File: src/logic/bridge_fault_pkg.sv
// Purpose : constants for the bridge fault status and timing config block
// Assumes : 20 MHz core clock, register access decoded from the serial link
// Notes   : offsets, field positions, the status and config reset words and the step sizes live here
//
// Contract
// RULE_01: over-current in a switch sets its own flag and turns that gate off.
// RULE_02: any per-switch over-current flag also raises the summary flag.
// RULE_03: a gate tripped by over-current stays off until host clears flag.
// RULE_04: supply under-voltage turns all gates off and latches its flag.
// RULE_05: supply over-voltage turns all gates off and latches its flag.
// RULE_06: under-voltage recovery enabled: gates return once supply recovers.
// RULE_07: over-voltage recovery enabled: gates return once supply recovers.
// RULE_08: rise no-crossing limit is 250 ns times field plus one, reset zero.
// RULE_09: fall no-crossing limit uses the same coding, reset zero.
// RULE_10: 3-bit over-current threshold, 0.25 V at zero in 0.25 V steps.
// RULE_11: half-bridge topology drives from control bits only, pwm ignored.
// RULE_12: with recovery disabled host clears supply flag before gates return.
// RULE_13: flags read one while latched, read clears, live fault sets again.
// RULE_14: flags and config reset to zero, unused bits always read zero.
package bridge_fault_pkg;

   // -------------------------------------------------------------------
   // register map
   // -------------------------------------------------------------------
   localparam logic [5:0]  FAULT_STATUS_ADDR        = 6'h10;
   localparam logic [5:0]  DRIVE_TIMING_CONFIG_ADDR = 6'h3f;
   localparam logic [15:0] FAULT_STATUS_RESET       = 16'h0000;
   localparam logic [15:0] DRIVE_TIMING_CONFIG_RESET = 16'h0000;
   localparam logic [15:0] DRIVE_TIMING_CONFIG_MASK = 16'hfff8;

   // -------------------------------------------------------------------
   // fault_status bit positions
   // -------------------------------------------------------------------
   localparam int OC_HIGH_SIDE_A_BIT = 9;
   localparam int OC_LOW_SIDE_A_BIT  = 8;
   localparam int OC_HIGH_SIDE_B_BIT = 7;
   localparam int OC_LOW_SIDE_B_BIT  = 6;
   localparam int UNDERVOLTAGE_BIT   = 3;
   localparam int OVERVOLTAGE_BIT    = 2;

   // -------------------------------------------------------------------
   // drive_timing_config field positions
   // -------------------------------------------------------------------
   localparam int RISE_NC_LSB   = 12;
   localparam int FALL_NC_LSB   = 8;
   localparam int OC_THRESH_LSB = 5;
   localparam int TOPOLOGY_BIT  = 4;
   localparam int SLEW_BIT      = 3;

   // -------------------------------------------------------------------
   // timing
   // -------------------------------------------------------------------
   localparam int CLOCK_PERIOD_NS   = 50;
   localparam int NO_CROSS_STEP_NS  = 250;
   localparam int NO_CROSS_STEP_CYC = NO_CROSS_STEP_NS / CLOCK_PERIOD_NS;
   localparam int OC_THRESH_STEP_MV = 250;

endpackage

File: src/logic/pin_sync2.sv
// Purpose : two flop synchroniser bank for asynchronous pin levels
// Assumes : inputs are slow levels, no pulse shorter than two clocks
// Notes   : first stage is read only by the second stage
`timescale 1ns/1ps
module pin_sync2 #(
   parameter int W = 1
) (
   // clock and reset
   input  wire logic         i_clock,
   input  wire logic         i_arst_n,
   input  wire logic         i_clk_en,
   // levels
   input  wire logic [W-1:0] i_async,
   output logic      [W-1:0] o_sync
);

   logic [W-1:0] meta_r;

   always_ff @(posedge i_clock or negedge i_arst_n) begin
      if (!i_arst_n) begin
         meta_r <= '0;
         o_sync <= '0;
      end else if (i_clk_en) begin
         meta_r <= i_async;
         o_sync <= meta_r;
      end
   end

endmodule

File: src/logic/bridge_fault_status_config_regs.sv
// Purpose : fault status flags, gate masking and drive timing config
// Assumes : register strobes come from the link decoder on this clock
// Notes   : analog fault comparators and pwm arrive as raw pin levels
`timescale 1ns/1ps
module bridge_fault_status_config_regs (
   // clock and reset
   input  wire logic        i_clock,
   input  wire logic        i_arst_n,
   input  wire logic        i_clk_en,
   // register access
   input  wire logic [5:0]  i_reg_addr,
   input  wire logic        i_reg_wr,
   input  wire logic [15:0] i_reg_wdata,
   input  wire logic        i_reg_rd,
   output logic      [15:0] o_reg_rdata,
   // control bits held by the control register
   input  wire logic        i_ctrl_high_side_a,
   input  wire logic        i_ctrl_low_side_a,
   input  wire logic        i_ctrl_high_side_b,
   input  wire logic        i_ctrl_low_side_b,
   input  wire logic        i_freewheel_side_select,
   input  wire logic        i_freewheel_active_select,
   input  wire logic        i_undervoltage_recovery_disable,
   input  wire logic        i_overvoltage_recovery_disable,
   // raw pins and comparator levels
   input  wire logic        i_pwm,
   input  wire logic        i_overcurrent_high_side_a,
   input  wire logic        i_overcurrent_low_side_a,
   input  wire logic        i_overcurrent_high_side_b,
   input  wire logic        i_overcurrent_low_side_b,
   input  wire logic        i_supply_undervoltage,
   input  wire logic        i_supply_overvoltage,
   // gate enables
   output logic             o_gate_high_side_a,
   output logic             o_gate_low_side_a,
   output logic             o_gate_high_side_b,
   output logic             o_gate_low_side_b,
   // status and configuration
   output logic             o_summary_fault_flag,
   output logic      [3:0]  o_rise_no_crossing_limit,
   output logic      [3:0]  o_fall_no_crossing_limit,
   output logic      [6:0]  o_rise_no_crossing_cycles,
   output logic      [6:0]  o_fall_no_crossing_cycles,
   output logic      [2:0]  o_overcurrent_threshold,
   output logic             o_bridge_topology_select,
   output logic             o_gate_slew_select
);

   // -------------------------------------------------------------------
   // helpers
   // -------------------------------------------------------------------
   function automatic logic [6:0] no_cross_cycles(input logic [3:0] code);
      no_cross_cycles = 7'((int'(code) + 1) *
                           bridge_fault_pkg::NO_CROSS_STEP_CYC);
   endfunction

   // -------------------------------------------------------------------
   // pin synchronisers
   // -------------------------------------------------------------------
   logic [6:0] pins_sync;
   logic       pwm_s;
   logic [3:0] oc_s;
   logic       uv_s;
   logic       ov_s;

   pin_sync2 #(.W(7)) u_sync (
      .i_clock  (i_clock),
      .i_arst_n (i_arst_n),
      .i_clk_en (i_clk_en),
      .i_async  ({i_pwm, i_overcurrent_high_side_a,
                  i_overcurrent_low_side_a, i_overcurrent_high_side_b,
                  i_overcurrent_low_side_b, i_supply_undervoltage,
                  i_supply_overvoltage}),
      .o_sync   (pins_sync)
   );

   assign pwm_s = pins_sync[6];
   assign oc_s  = pins_sync[5:2];
   assign uv_s  = pins_sync[1];
   assign ov_s  = pins_sync[0];

   // -------------------------------------------------------------------
   // fault flags
   // -------------------------------------------------------------------
   logic [3:0]  oc_flag_r;
   logic [3:0]  oc_flag_nxt;
   logic        uv_flag_r;
   logic        uv_flag_nxt;
   logic        ov_flag_r;
   logic        ov_flag_nxt;
   logic        status_clr;
   logic [15:0] status_word;
   logic [15:0] config_r;

   assign status_clr = i_reg_rd &&
                       (i_reg_addr == bridge_fault_pkg::FAULT_STATUS_ADDR);

   // a live fault wins over the read clear so no event is lost
   assign oc_flag_nxt = oc_s | (oc_flag_r & {4{!status_clr}}); // RULE_01
   assign uv_flag_nxt = uv_s | (uv_flag_r & !status_clr); // RULE_04 RULE_13
   assign ov_flag_nxt = ov_s | (ov_flag_r & !status_clr); // RULE_05 RULE_13

   always_ff @(posedge i_clock or negedge i_arst_n) begin
      if (!i_arst_n) begin
         oc_flag_r <= 4'h0; // RULE_14
         uv_flag_r <= 1'b0;
         ov_flag_r <= 1'b0;
         o_summary_fault_flag <= 1'b0;
      end else if (i_clk_en) begin
         oc_flag_r <= oc_flag_nxt;
         uv_flag_r <= uv_flag_nxt;
         ov_flag_r <= ov_flag_nxt;
         o_summary_fault_flag <= (|oc_flag_nxt) | uv_flag_nxt |
                                 ov_flag_nxt; // RULE_02
      end
   end

   // -------------------------------------------------------------------
   // gate command and fault masking
   // -------------------------------------------------------------------
   logic [3:0] cmd;
   logic [3:0] gate_nxt;
   logic       supply_block;
   logic       hs_a_req;
   logic       ls_a_req;
   logic       hs_b_req;
   logic       ls_b_req;

   // both switches of a leg requested means neither is driven
   assign hs_a_req = i_ctrl_high_side_a & !i_ctrl_low_side_a;
   assign ls_a_req = i_ctrl_low_side_a & !i_ctrl_high_side_a;
   assign hs_b_req = i_ctrl_high_side_b & !i_ctrl_low_side_b;
   assign ls_b_req = i_ctrl_low_side_b & !i_ctrl_high_side_b;

   always_comb begin
      cmd = {hs_a_req, ls_a_req, hs_b_req, ls_b_req};
      if (!o_bridge_topology_select && !pwm_s) begin // RULE_11
         if (!i_freewheel_side_select) begin
            cmd = {1'b0, ls_a_req | (i_freewheel_active_select & hs_a_req),
                   1'b0, ls_b_req | (i_freewheel_active_select & hs_b_req)};
         end else begin
            cmd = {hs_a_req | (i_freewheel_active_select & ls_a_req), 1'b0,
                   hs_b_req | (i_freewheel_active_select & ls_b_req), 1'b0};
         end
      end
   end

   // live supply faults always block; latched ones only without recovery
   assign supply_block = uv_s | ov_s // RULE_04 RULE_05 RULE_06 RULE_07
      | (i_undervoltage_recovery_disable & uv_flag_nxt) // RULE_12
      | (i_overvoltage_recovery_disable & ov_flag_nxt); // RULE_12

   assign gate_nxt = cmd & ~oc_flag_nxt & {4{!supply_block}}; // RULE_03

   always_ff @(posedge i_clock or negedge i_arst_n) begin
      if (!i_arst_n) begin
         o_gate_high_side_a <= 1'b0;
         o_gate_low_side_a  <= 1'b0;
         o_gate_high_side_b <= 1'b0;
         o_gate_low_side_b  <= 1'b0;
      end else if (i_clk_en) begin
         o_gate_high_side_a <= gate_nxt[3]; // RULE_01
         o_gate_low_side_a  <= gate_nxt[2];
         o_gate_high_side_b <= gate_nxt[1];
         o_gate_low_side_b  <= gate_nxt[0];
      end
   end

   // -------------------------------------------------------------------
   // configuration register
   // -------------------------------------------------------------------
   logic [15:0] config_nxt;

   assign config_nxt = i_reg_wdata &
                       bridge_fault_pkg::DRIVE_TIMING_CONFIG_MASK;

   always_ff @(posedge i_clock or negedge i_arst_n) begin
      if (!i_arst_n) begin
         config_r <= bridge_fault_pkg::DRIVE_TIMING_CONFIG_RESET; // RULE_14
      end else if (i_clk_en && i_reg_wr &&
                   (i_reg_addr ==
                    bridge_fault_pkg::DRIVE_TIMING_CONFIG_ADDR)) begin
         config_r <= config_nxt;
      end
   end

   // outputs lag the register by one clock so they come from flops too
   always_ff @(posedge i_clock or negedge i_arst_n) begin
      if (!i_arst_n) begin
         o_rise_no_crossing_limit  <= 4'h0;
         o_fall_no_crossing_limit  <= 4'h0;
         o_rise_no_crossing_cycles <= 7'(bridge_fault_pkg::NO_CROSS_STEP_CYC);
         o_fall_no_crossing_cycles <= 7'(bridge_fault_pkg::NO_CROSS_STEP_CYC);
         o_overcurrent_threshold   <= 3'h0;
         o_bridge_topology_select  <= 1'b0;
         o_gate_slew_select        <= 1'b0;
      end else if (i_clk_en) begin
         o_rise_no_crossing_limit  <=
            config_r[bridge_fault_pkg::RISE_NC_LSB +: 4];
         o_fall_no_crossing_limit  <=
            config_r[bridge_fault_pkg::FALL_NC_LSB +: 4];
         o_rise_no_crossing_cycles <= no_cross_cycles( // RULE_08
            config_r[bridge_fault_pkg::RISE_NC_LSB +: 4]);
         o_fall_no_crossing_cycles <= no_cross_cycles( // RULE_09
            config_r[bridge_fault_pkg::FALL_NC_LSB +: 4]);
         o_overcurrent_threshold   <= // RULE_10
            config_r[bridge_fault_pkg::OC_THRESH_LSB +: 3];
         o_bridge_topology_select  <=
            config_r[bridge_fault_pkg::TOPOLOGY_BIT];
         o_gate_slew_select        <= config_r[bridge_fault_pkg::SLEW_BIT];
      end
   end

   // -------------------------------------------------------------------
   // read path
   // -------------------------------------------------------------------
   always_comb begin
      status_word = bridge_fault_pkg::FAULT_STATUS_RESET;
      status_word[bridge_fault_pkg::OC_HIGH_SIDE_A_BIT] = oc_flag_r[3];
      status_word[bridge_fault_pkg::OC_LOW_SIDE_A_BIT]  = oc_flag_r[2];
      status_word[bridge_fault_pkg::OC_HIGH_SIDE_B_BIT] = oc_flag_r[1];
      status_word[bridge_fault_pkg::OC_LOW_SIDE_B_BIT]  = oc_flag_r[0];
      status_word[bridge_fault_pkg::UNDERVOLTAGE_BIT]   = uv_flag_r;
      status_word[bridge_fault_pkg::OVERVOLTAGE_BIT]    = ov_flag_r;
   end

   always_ff @(posedge i_clock or negedge i_arst_n) begin
      if (!i_arst_n) begin
         o_reg_rdata <= 16'h0000;
      end else if (i_clk_en && i_reg_rd) begin
         case (i_reg_addr)
            bridge_fault_pkg::FAULT_STATUS_ADDR:
               o_reg_rdata <= status_word; // RULE_13
            bridge_fault_pkg::DRIVE_TIMING_CONFIG_ADDR:
               o_reg_rdata <= config_r;
            default:
               o_reg_rdata <= 16'h0000; // RULE_14
         endcase
      end
   end

   // -------------------------------------------------------------------
   // assertions
   // -------------------------------------------------------------------
   a_oc_sets_flag: assert property ( // RULE_01
      @(posedge i_clock) disable iff (!i_arst_n || !i_clk_en)
      oc_s[3] |=> oc_flag_r[3] && !o_gate_high_side_a)
      else $error("over-current did not latch flag or gate stayed on");
   a_oc_summary: assert property ( // RULE_02
      @(posedge i_clock) disable iff (!i_arst_n || !i_clk_en)
      (|oc_flag_r) |-> o_summary_fault_flag)
      else $error("summary flag missing with over-current flag set");
   a_oc_gate_held: assert property ( // RULE_03
      @(posedge i_clock) disable iff (!i_arst_n || !i_clk_en)
      oc_flag_r[0] |-> !o_gate_low_side_b)
      else $error("gate on while its over-current flag is latched");
   a_uv_all_off: assert property ( // RULE_04
      @(posedge i_clock) disable iff (!i_arst_n || !i_clk_en)
      uv_s |=> uv_flag_r && !o_gate_high_side_a && !o_gate_low_side_a
               && !o_gate_high_side_b && !o_gate_low_side_b)
      else $error("under-voltage did not stop all gates");
   a_ov_all_off: assert property ( // RULE_05
      @(posedge i_clock) disable iff (!i_arst_n || !i_clk_en)
      ov_s |=> ov_flag_r && !o_gate_high_side_a && !o_gate_low_side_a
               && !o_gate_high_side_b && !o_gate_low_side_b)
      else $error("over-voltage did not stop all gates");
   a_uv_recovers: assert property ( // RULE_06
      @(posedge i_clock) disable iff (!i_arst_n || !i_clk_en)
      (!uv_s && !ov_s && !i_undervoltage_recovery_disable
       && !i_overvoltage_recovery_disable && oc_flag_nxt == 4'h0
       && o_bridge_topology_select && hs_a_req)
      |=> o_gate_high_side_a)
      else $error("gate not restored after supply recovered");
   a_uv_no_auto: assert property ( // RULE_12
      @(posedge i_clock) disable iff (!i_arst_n || !i_clk_en)
      (i_undervoltage_recovery_disable && uv_flag_r && !status_clr)
      |=> !o_gate_high_side_a)
      else $error("gate restored while latched supply fault pending");
   a_rise_cycles: assert property ( // RULE_08
      @(posedge i_clock) disable iff (!i_arst_n || !i_clk_en)
      o_rise_no_crossing_cycles ==
         7'((o_rise_no_crossing_limit + 7'd1) * 7'd5))
      else $error("rise no-crossing cycle count wrong");
   a_fall_cycles: assert property ( // RULE_09
      @(posedge i_clock) disable iff (!i_arst_n || !i_clk_en)
      $changed(config_r[11:8]) |=> o_fall_no_crossing_cycles ==
         7'(($past(config_r[11:8]) + 7'd1) * 7'd5))
      else $error("fall no-crossing cycle count wrong");
   a_rc_clears: assert property ( // RULE_13
      @(posedge i_clock) disable iff (!i_arst_n || !i_clk_en)
      (status_clr && !uv_s && uv_flag_r) |=> !uv_flag_r)
      else $error("read did not clear under-voltage flag");
   a_unused_zero: assert property ( // RULE_14
      @(posedge i_clock) disable iff (!i_arst_n || !i_clk_en)
      status_clr |=> (o_reg_rdata & 16'hfc33) == 16'h0000
         && config_r[2:0] == 3'h0)
      else $error("unused register bit reads one");

endmodule

File: config.mk
export PLATFORM = sky130hd
export DESIGN_NAME = bridge_fault_status_config_regs
export DESIGN_NICKNAME = d
export VERILOG_FILES = /design/src/logic/bridge_fault_pkg.sv /design/src/logic/pin_sync2.sv /design/src/logic/bridge_fault_status_config_regs.sv
export SDC_FILE = /design/constraint.sdc
export NUM_CORES = 1
export LEC_CHECK = 0
export BUFFER_PORTS_ARGS = -buffer_cell sky130_fd_sc_hd__buf_2
export CAP_MARGIN = 20
export CORE_MARGIN = 2
export CORE_UTILIZATION = 40
export DETAILED_ROUTE_END_ITERATION = 7
export MAX_ROUTING_LAYER = met4
export SYNTH_ARGS = -nofsm -noshare
export SYNTH_HDL_FRONTEND = slang
export SYNTH_SLANG_ARGS = --single-unit
export TNS_END_PERCENT = 5
File: constraint.sdc
create_clock -name i_clock -period 6 [get_ports i_clock]
set_clock_uncertainty 0.05 [all_clocks]
set_input_delay 1.5 -clock i_clock [delete_from_list [all_inputs] [get_ports i_clock]]
set_output_delay 1.5 -clock i_clock [all_outputs]
set_load 0.005 [all_outputs]
# Word level (Yosys, flattened, before mapping)
# Cells that the tools add are included.
word_totals:
  mem_count: 0
  mem_bits_rw: 0
  regBits: 81
  word_cells: 70
  output_inout_bits: 48
  input_bits: 42
  mem_bits_ro: 0
  latchBits: 0
classes:
  muxes: 3
  multipliers: 2
  n_lt_le_gt_ge: 0
  bitwise: 28
  add_sub_neg: 2
  shift: 0
  div_mod_pow: 0
  eq_ne: 2
  n_reduce_logical: 14
ops:
  columns: ["operator", "count"]
  rows:
  - ["one-hot mux 16 bit (2 select lines)", 1]
  - ["multiplier 5 x 3 -> 7 bit, second input constant", 2]
  - ["AND 1 bit", 12]
  - ["AND 4 bit", 3]
  - ["bitwise OR 1 bit", 11]
  - ["adder 4 x 1 -> 5 bit, second input constant", 2]
  - ["zero test 1 bit", 8]
  - ["2-to-1 mux 4 bit", 2]
  - ["equality test 6 x 5 -> 1 bit, second input constant", 1]
  - ["equality test 6 bit, second input constant", 1]
  - ["logical AND 1 bit", 5]
  - ["NOT 4 bit", 1]
  - ["bitwise OR 4 bit", 1]
  - ["OR reduction 4 bit", 1]

# Depth between registers and ports, before layout
depth:
  depth_word: 10
  depth_mapped: 8
  mapped_depth_nobuf: 8

# Cells and area by module
# Synthesis repeated with hierarchy kept, for this count alone.
hier_totals:
  cells_unflattened: 282
  area_unflattened_um2: 3544.6
by_module_without_submodules:
  columns: ["mod", "cells_each", "area_per_inst_um2", "seq_area_each_um2", "n_inst"]
  rows:
  - ["bridge_fault_status_config_regs", 253, 3025.4, 1631.6, 1]
  - ["pin_sync2", 29, 519.2, 350.3, 1]

# Worst setup path after synthesis
# Ideal clock, no wire load.
synth_timing:
  path_kind: "input-to-reg"
  from: "in i_reg_addr[5]"
  to: "reg o_summary_fault_flag"
  required_time_ps: 5824
  arrival_time_ps: 2764
  stages: 5
  setup_ps: 126
  path_buffers: 1
  path_slack_ps: 3060
  cell_sequence: "or4b_1 > buf_2 > nor3_4 > a21oi_2 > o32a_1"
synth_between:
  elab_chain_len: 8
  word_cells_on_any_way: 12
  cone_classes: "eq/ne: 1; bitwise: 8; reduce/logical: 3"
synth_rtl:
  columns: ["item", "line_no", "source"]
  rows:
  - ["from (decl)", "bridge_fault_status_config_regs.sv:11", "input wire logic [5:0] i_reg_addr,"]
  - ["equality test 6 x 5 -> 1 bit (*)", "bridge_fault_status_config_regs.sv:96", "(i_reg_addr == bridge_fault_pkg::FAULT_STATUS_ADDR);"]
  - ["logical AND 1 bit (*)", "bridge_fault_status_config_regs.sv:95", "assign status_clr = i_reg_rd &&"]
  - ["zero test 1 bit (*)", "bridge_fault_status_config_regs.sv:99, bridge_fault_status_config_regs.sv:100, bridge_fault_status_config_regs.sv:101", null]
  - ["AND 4 bit", "bridge_fault_status_config_regs.sv:99", "assign oc_flag_nxt = oc_s | (oc_flag_r & {4{!status_clr}});"]
  - ["bitwise OR 4 bit", "bridge_fault_status_config_regs.sv:99", null]
  - ["OR reduction 4 bit", "bridge_fault_status_config_regs.sv:113", "o_summary_fault_flag <= (|oc_flag_nxt) | uv_flag_nxt |"]
  - ["bitwise OR 1 bit", "bridge_fault_status_config_regs.sv:113", null]
  - ["bitwise OR 1 bit (*)", "bridge_fault_status_config_regs.sv:113", null]
  - ["to (signal assigned)", "bridge_fault_status_config_regs.sv:113", null]
  - ["to (decl)", "bridge_fault_status_config_regs.sv:39", "output logic o_summary_fault_flag,"]
# Mark *: on every way between the ends. The rest lies on a longest branch, timed or not.
# A chain may end at the register's enable or synchronous reset.

# Worst setup path after layout
layout_timing:
  from: "in i_reg_addr[0]"
  to: "reg config_r[7]"
layout_between:
  elab_chain_len: 2
layout_rtl:
  columns: ["item", "line_no", "source"]
  rows:
  - ["equality test 6 bit", "bridge_fault_status_config_regs.sv:181", "(i_reg_addr =="]
  - ["logical AND 1 bit", "bridge_fault_status_config_regs.sv:180", "end else if (i_clk_en && i_reg_wr &&"]
  - ["to (signal assigned)", "bridge_fault_status_config_regs.sv:179", "config_r <= bridge_fault_pkg::DRIVE_TIMING_CONFIG_RESET;"]
  - ["to (signal assigned)", "bridge_fault_status_config_regs.sv:183", "config_r <= config_nxt;"]
  - ["to (decl)", "bridge_fault_status_config_regs.sv:93", "logic [15:0] config_r;"]
# No other way between the ends.

==> impl_results.md <==
* PostCTS Resize Cnt at 0
* VDD IR-drop max at 0.163 mV
* Nets@finish at 423
* Buffers on Ports at 84
* Reg2reg end: o_rise_no_crossing_cycles[6]$_DFFE_PN0P_
* Post-DP Area at 4070 um2
* Final HPWL DP at 5.21 mm
* Post-synth EDFFs at 0
* Final instance area at 4320 um2
* Post-synth ARST share at 1.00
* Period utilization at 0.485
* ANT cells at 0
* Hold Path End: o_rise_no_crossing_cycles[0]$_DFFE_PN1P_
* Startpoint types: input port
* DRC errors left at 0
* Hold Path Stages at 2
* Antenna viol nets, final at 0
* Final Wtd Congestion at 0.770
* Global-route usage over all layers at 0.164
* Buf/Inv on CP at 2
* Crit path cell chain: buf_2 > nand4_1 > nor2_1 > buf_4 > and3_1 > mux2_1
* TritonCTS clock tree: done
* Tmin final at 2910 ps
* Total global routing overflow at 0
* RSZ-0062 raised after global routing: no
* Total of max-cap violations at 0
* Die ar. at 9690 um2
* Clock transition at path regs at 80 ps
* Fin Setup TNS at 0 ps
* H-Tree Depth at 3
* Hold WC Path Type: reg2reg
* Fmax at 344 MHz
* Power Density at 274 nW/um2
* Post-CTS Setup Bufs at 0
* Clock buffer depth at 2
* Synth Instances at 283
* Share of cells above drive strength 1 at 0.384
* Main synth FF type: dfrtp_1
* Die width at 98.4 um
* Seq cells post-synth at 79
* Number of global-route vias before repair at 2,405
* Initial Utilization at 0.411
* Critical Path AT at 3090 ps
* Syn. warnings at 0
* Drt pass-1 iters at 4
* Critical path class: in2reg
* Worst stage delay on the critical path at 660 ps
* Tot Pwr at 1.18 mW
* HP Start: o_rise_no_crossing_cycles[0]$_DFFE_PN1P_
* Endpoints failing hold at 0
* Family with the most delay on the worst path: simple AND/OR/NAND/NOR gates
* Area share of the largest cell type after synthesis at 0.526
* Vias at 2,415
* Layout overhead on the synthesized area at 21.0%
* Post-layout util at 0.497
* Vias per cell at 5.03
* Hold_buf cts at 0
* DR WL/cell at 15.2 um
* Sequential area share after synthesis at 0.556
* Total core area at 8680 um2
* Slew Viols, Final at 0
* First DRT Iteration DRCs at 68
* Clock root buffer: clkbuf_8
* Worst R2R Start: config_r[12]$_DFFE_PN0P_
* Post-Route WL at 7.30 mm
* Setup Viol. Count Final at 0
* Clock sinks at 79
* Num CTS Buffers at 9
* Clock latency on the worst-skew pair at 350 ps
* Io pins at 90
* Worst-margin pin slew at 848 ps
* Leak pwr at 2.22 nW
* Cell variety after synth at 42
* Mapped Area at 3570 um2
* Die Y at 98.4 um
* Largest net degree at the start of global routing at 80
* Critical Path RT at 6180 ps
* Count leader, synth: dfrtp_1
* Status: complete, no violations
* Largest area contributor in the netlist: dfrtp_1
* Reg2Reg Depth at 8
* Initial antenna violation count at 0
* Top post-synthesis cells by area: dfrtp_1, mux2_2, mux2_1
* Critical path capture point type: flip-flop
* First-pass GRT wire length at 12.0 mm
* Slowest cell on crit path: and3_1
* Syn avg cell area at 12.6 um2
* Rows at 34
* Post-synth top cells: dfrtp_1, mux2_2, nand2_1, mux2_1, o21ai_1
* R2R setup slack at 3500 ps
* Rel. slew slack at 0.433
* CP max FO at 14
[metrics by stage]
step	setup slack, ps	std cells	hold WS (ps)
2_1_floorplan	3060	284	404
3_3_place_gp	2710	463	401
4_1_cts	3030	479	420
6_report	3090	480	419
3_5_place_dp	2650	463	407
5_1_grt	2980	480	433
[power breakdown]
| group | leakage, nW | internal [mW] | switching (mW) |
|---|---|---|---|
| combinational | 1.10 | 0.0732 | 0.0642 |
| clock | 0.110 | 0.245 | 0.188 |
| sequential | 1.01 | 0.578 | 0.0336 |
[layout by cell type, fill, tap and decap left out, drive strengths merged, types with 3 or more instances in the layout]
cell type,n
a21oi,12
a22o,6
a22oi,5
and3,3
buf,87
clkbuf,12
dfrtp,75
dfstp,4
ha,12
mux2,48
nand2,28
nand2b,4
nand3,3
nor2,7
nor2b,6
nor3,3
o21a,4
o21ai,15
o41ai,4
xnor2,7
xor2,4
[state kept, by name (all words and copies together), names as in the netlist, 7 cells and up]
signal,cells
o_fall_no_crossing_cycles,7
u_sync.o_sync,7
config_r,13
o_reg_rdata,14
o_rise_no_crossing_cycles,7
u_sync.meta_r,7
[worst reg2reg max path: cells and delay by family, from the launching register on]
kind	cells	cell delay, ps
muxes	1	260
and+or+nand+nor	1	210
adders and majority gates	3	930
AOI/OAI and AO/OA	2	360
DFF	1	490
xor gates and xnor gates	1	100
[layout make-up]
class,count,area (um2)
multi-input combinational,188,1510
fill,815,4360
sequential,79,1980
clock inverter,4,70.1
inverter,2,7.51
tap,108,135
timing repair buffer,87,465
clock buffer,12,145
[cell families (layout without fill, tap and decap cells)]
family / after synthesis / after routing / synth area share
AOI/OAI and AO/OA: 50 / 50 / 0.0961
xor gates and xnor gates: 11 / 11 / 0.0270
adders and majority gates: 14 / 14 / 0.0533
buffers and inverters: 17 / 105 / 0.0217
DFF: 79 / 79 / 0.556
muxes: 50 / 50 / 0.157
other: 1 / 2 / 0.00105
and+or+nand+nor: 61 / 61 / 0.0880
[how the worst max path moves through the flow]
stage / end / start / slack, ps / cells past startpoint
2_1_floorplan: o_summary_fault_flag$_DFFE_PN0P_ / i_reg_addr[5] / 3060 / 5
3_3_place_gp: config_r[6]$_DFFE_PN0P_ / i_reg_addr[0] / 2710 / 6
3_5_place_dp: config_r[10]$_DFFE_PN0P_ / i_reg_addr[0] / 2650 / 6
4_1_cts: config_r[10]$_DFFE_PN0P_ / i_reg_addr[0] / 3030 / 6
5_1_grt: config_r[7]$_DFFE_PN0P_ / i_reg_addr[0] / 2980 / 6
6_report: config_r[7]$_DFFE_PN0P_ / i_reg_addr[0] / 3090 / 6
[per-layer routing]
| layer | part of all wire | up-vias | GRT usage |
|---|---|---|---|
| met2 | 0.47 | 56 | 0.239 |
| li1 | - | 1172 | - |
| met5 | 0 | - | - |
| met3 | 0.039 | 11 | 0.0298 |
| met4 | 0.019 | 0 | 0.0738 |
| met1 | 0.47 | 1176 | 0.225 |
No activity file was read; power rests on OpenSTA's default activity.
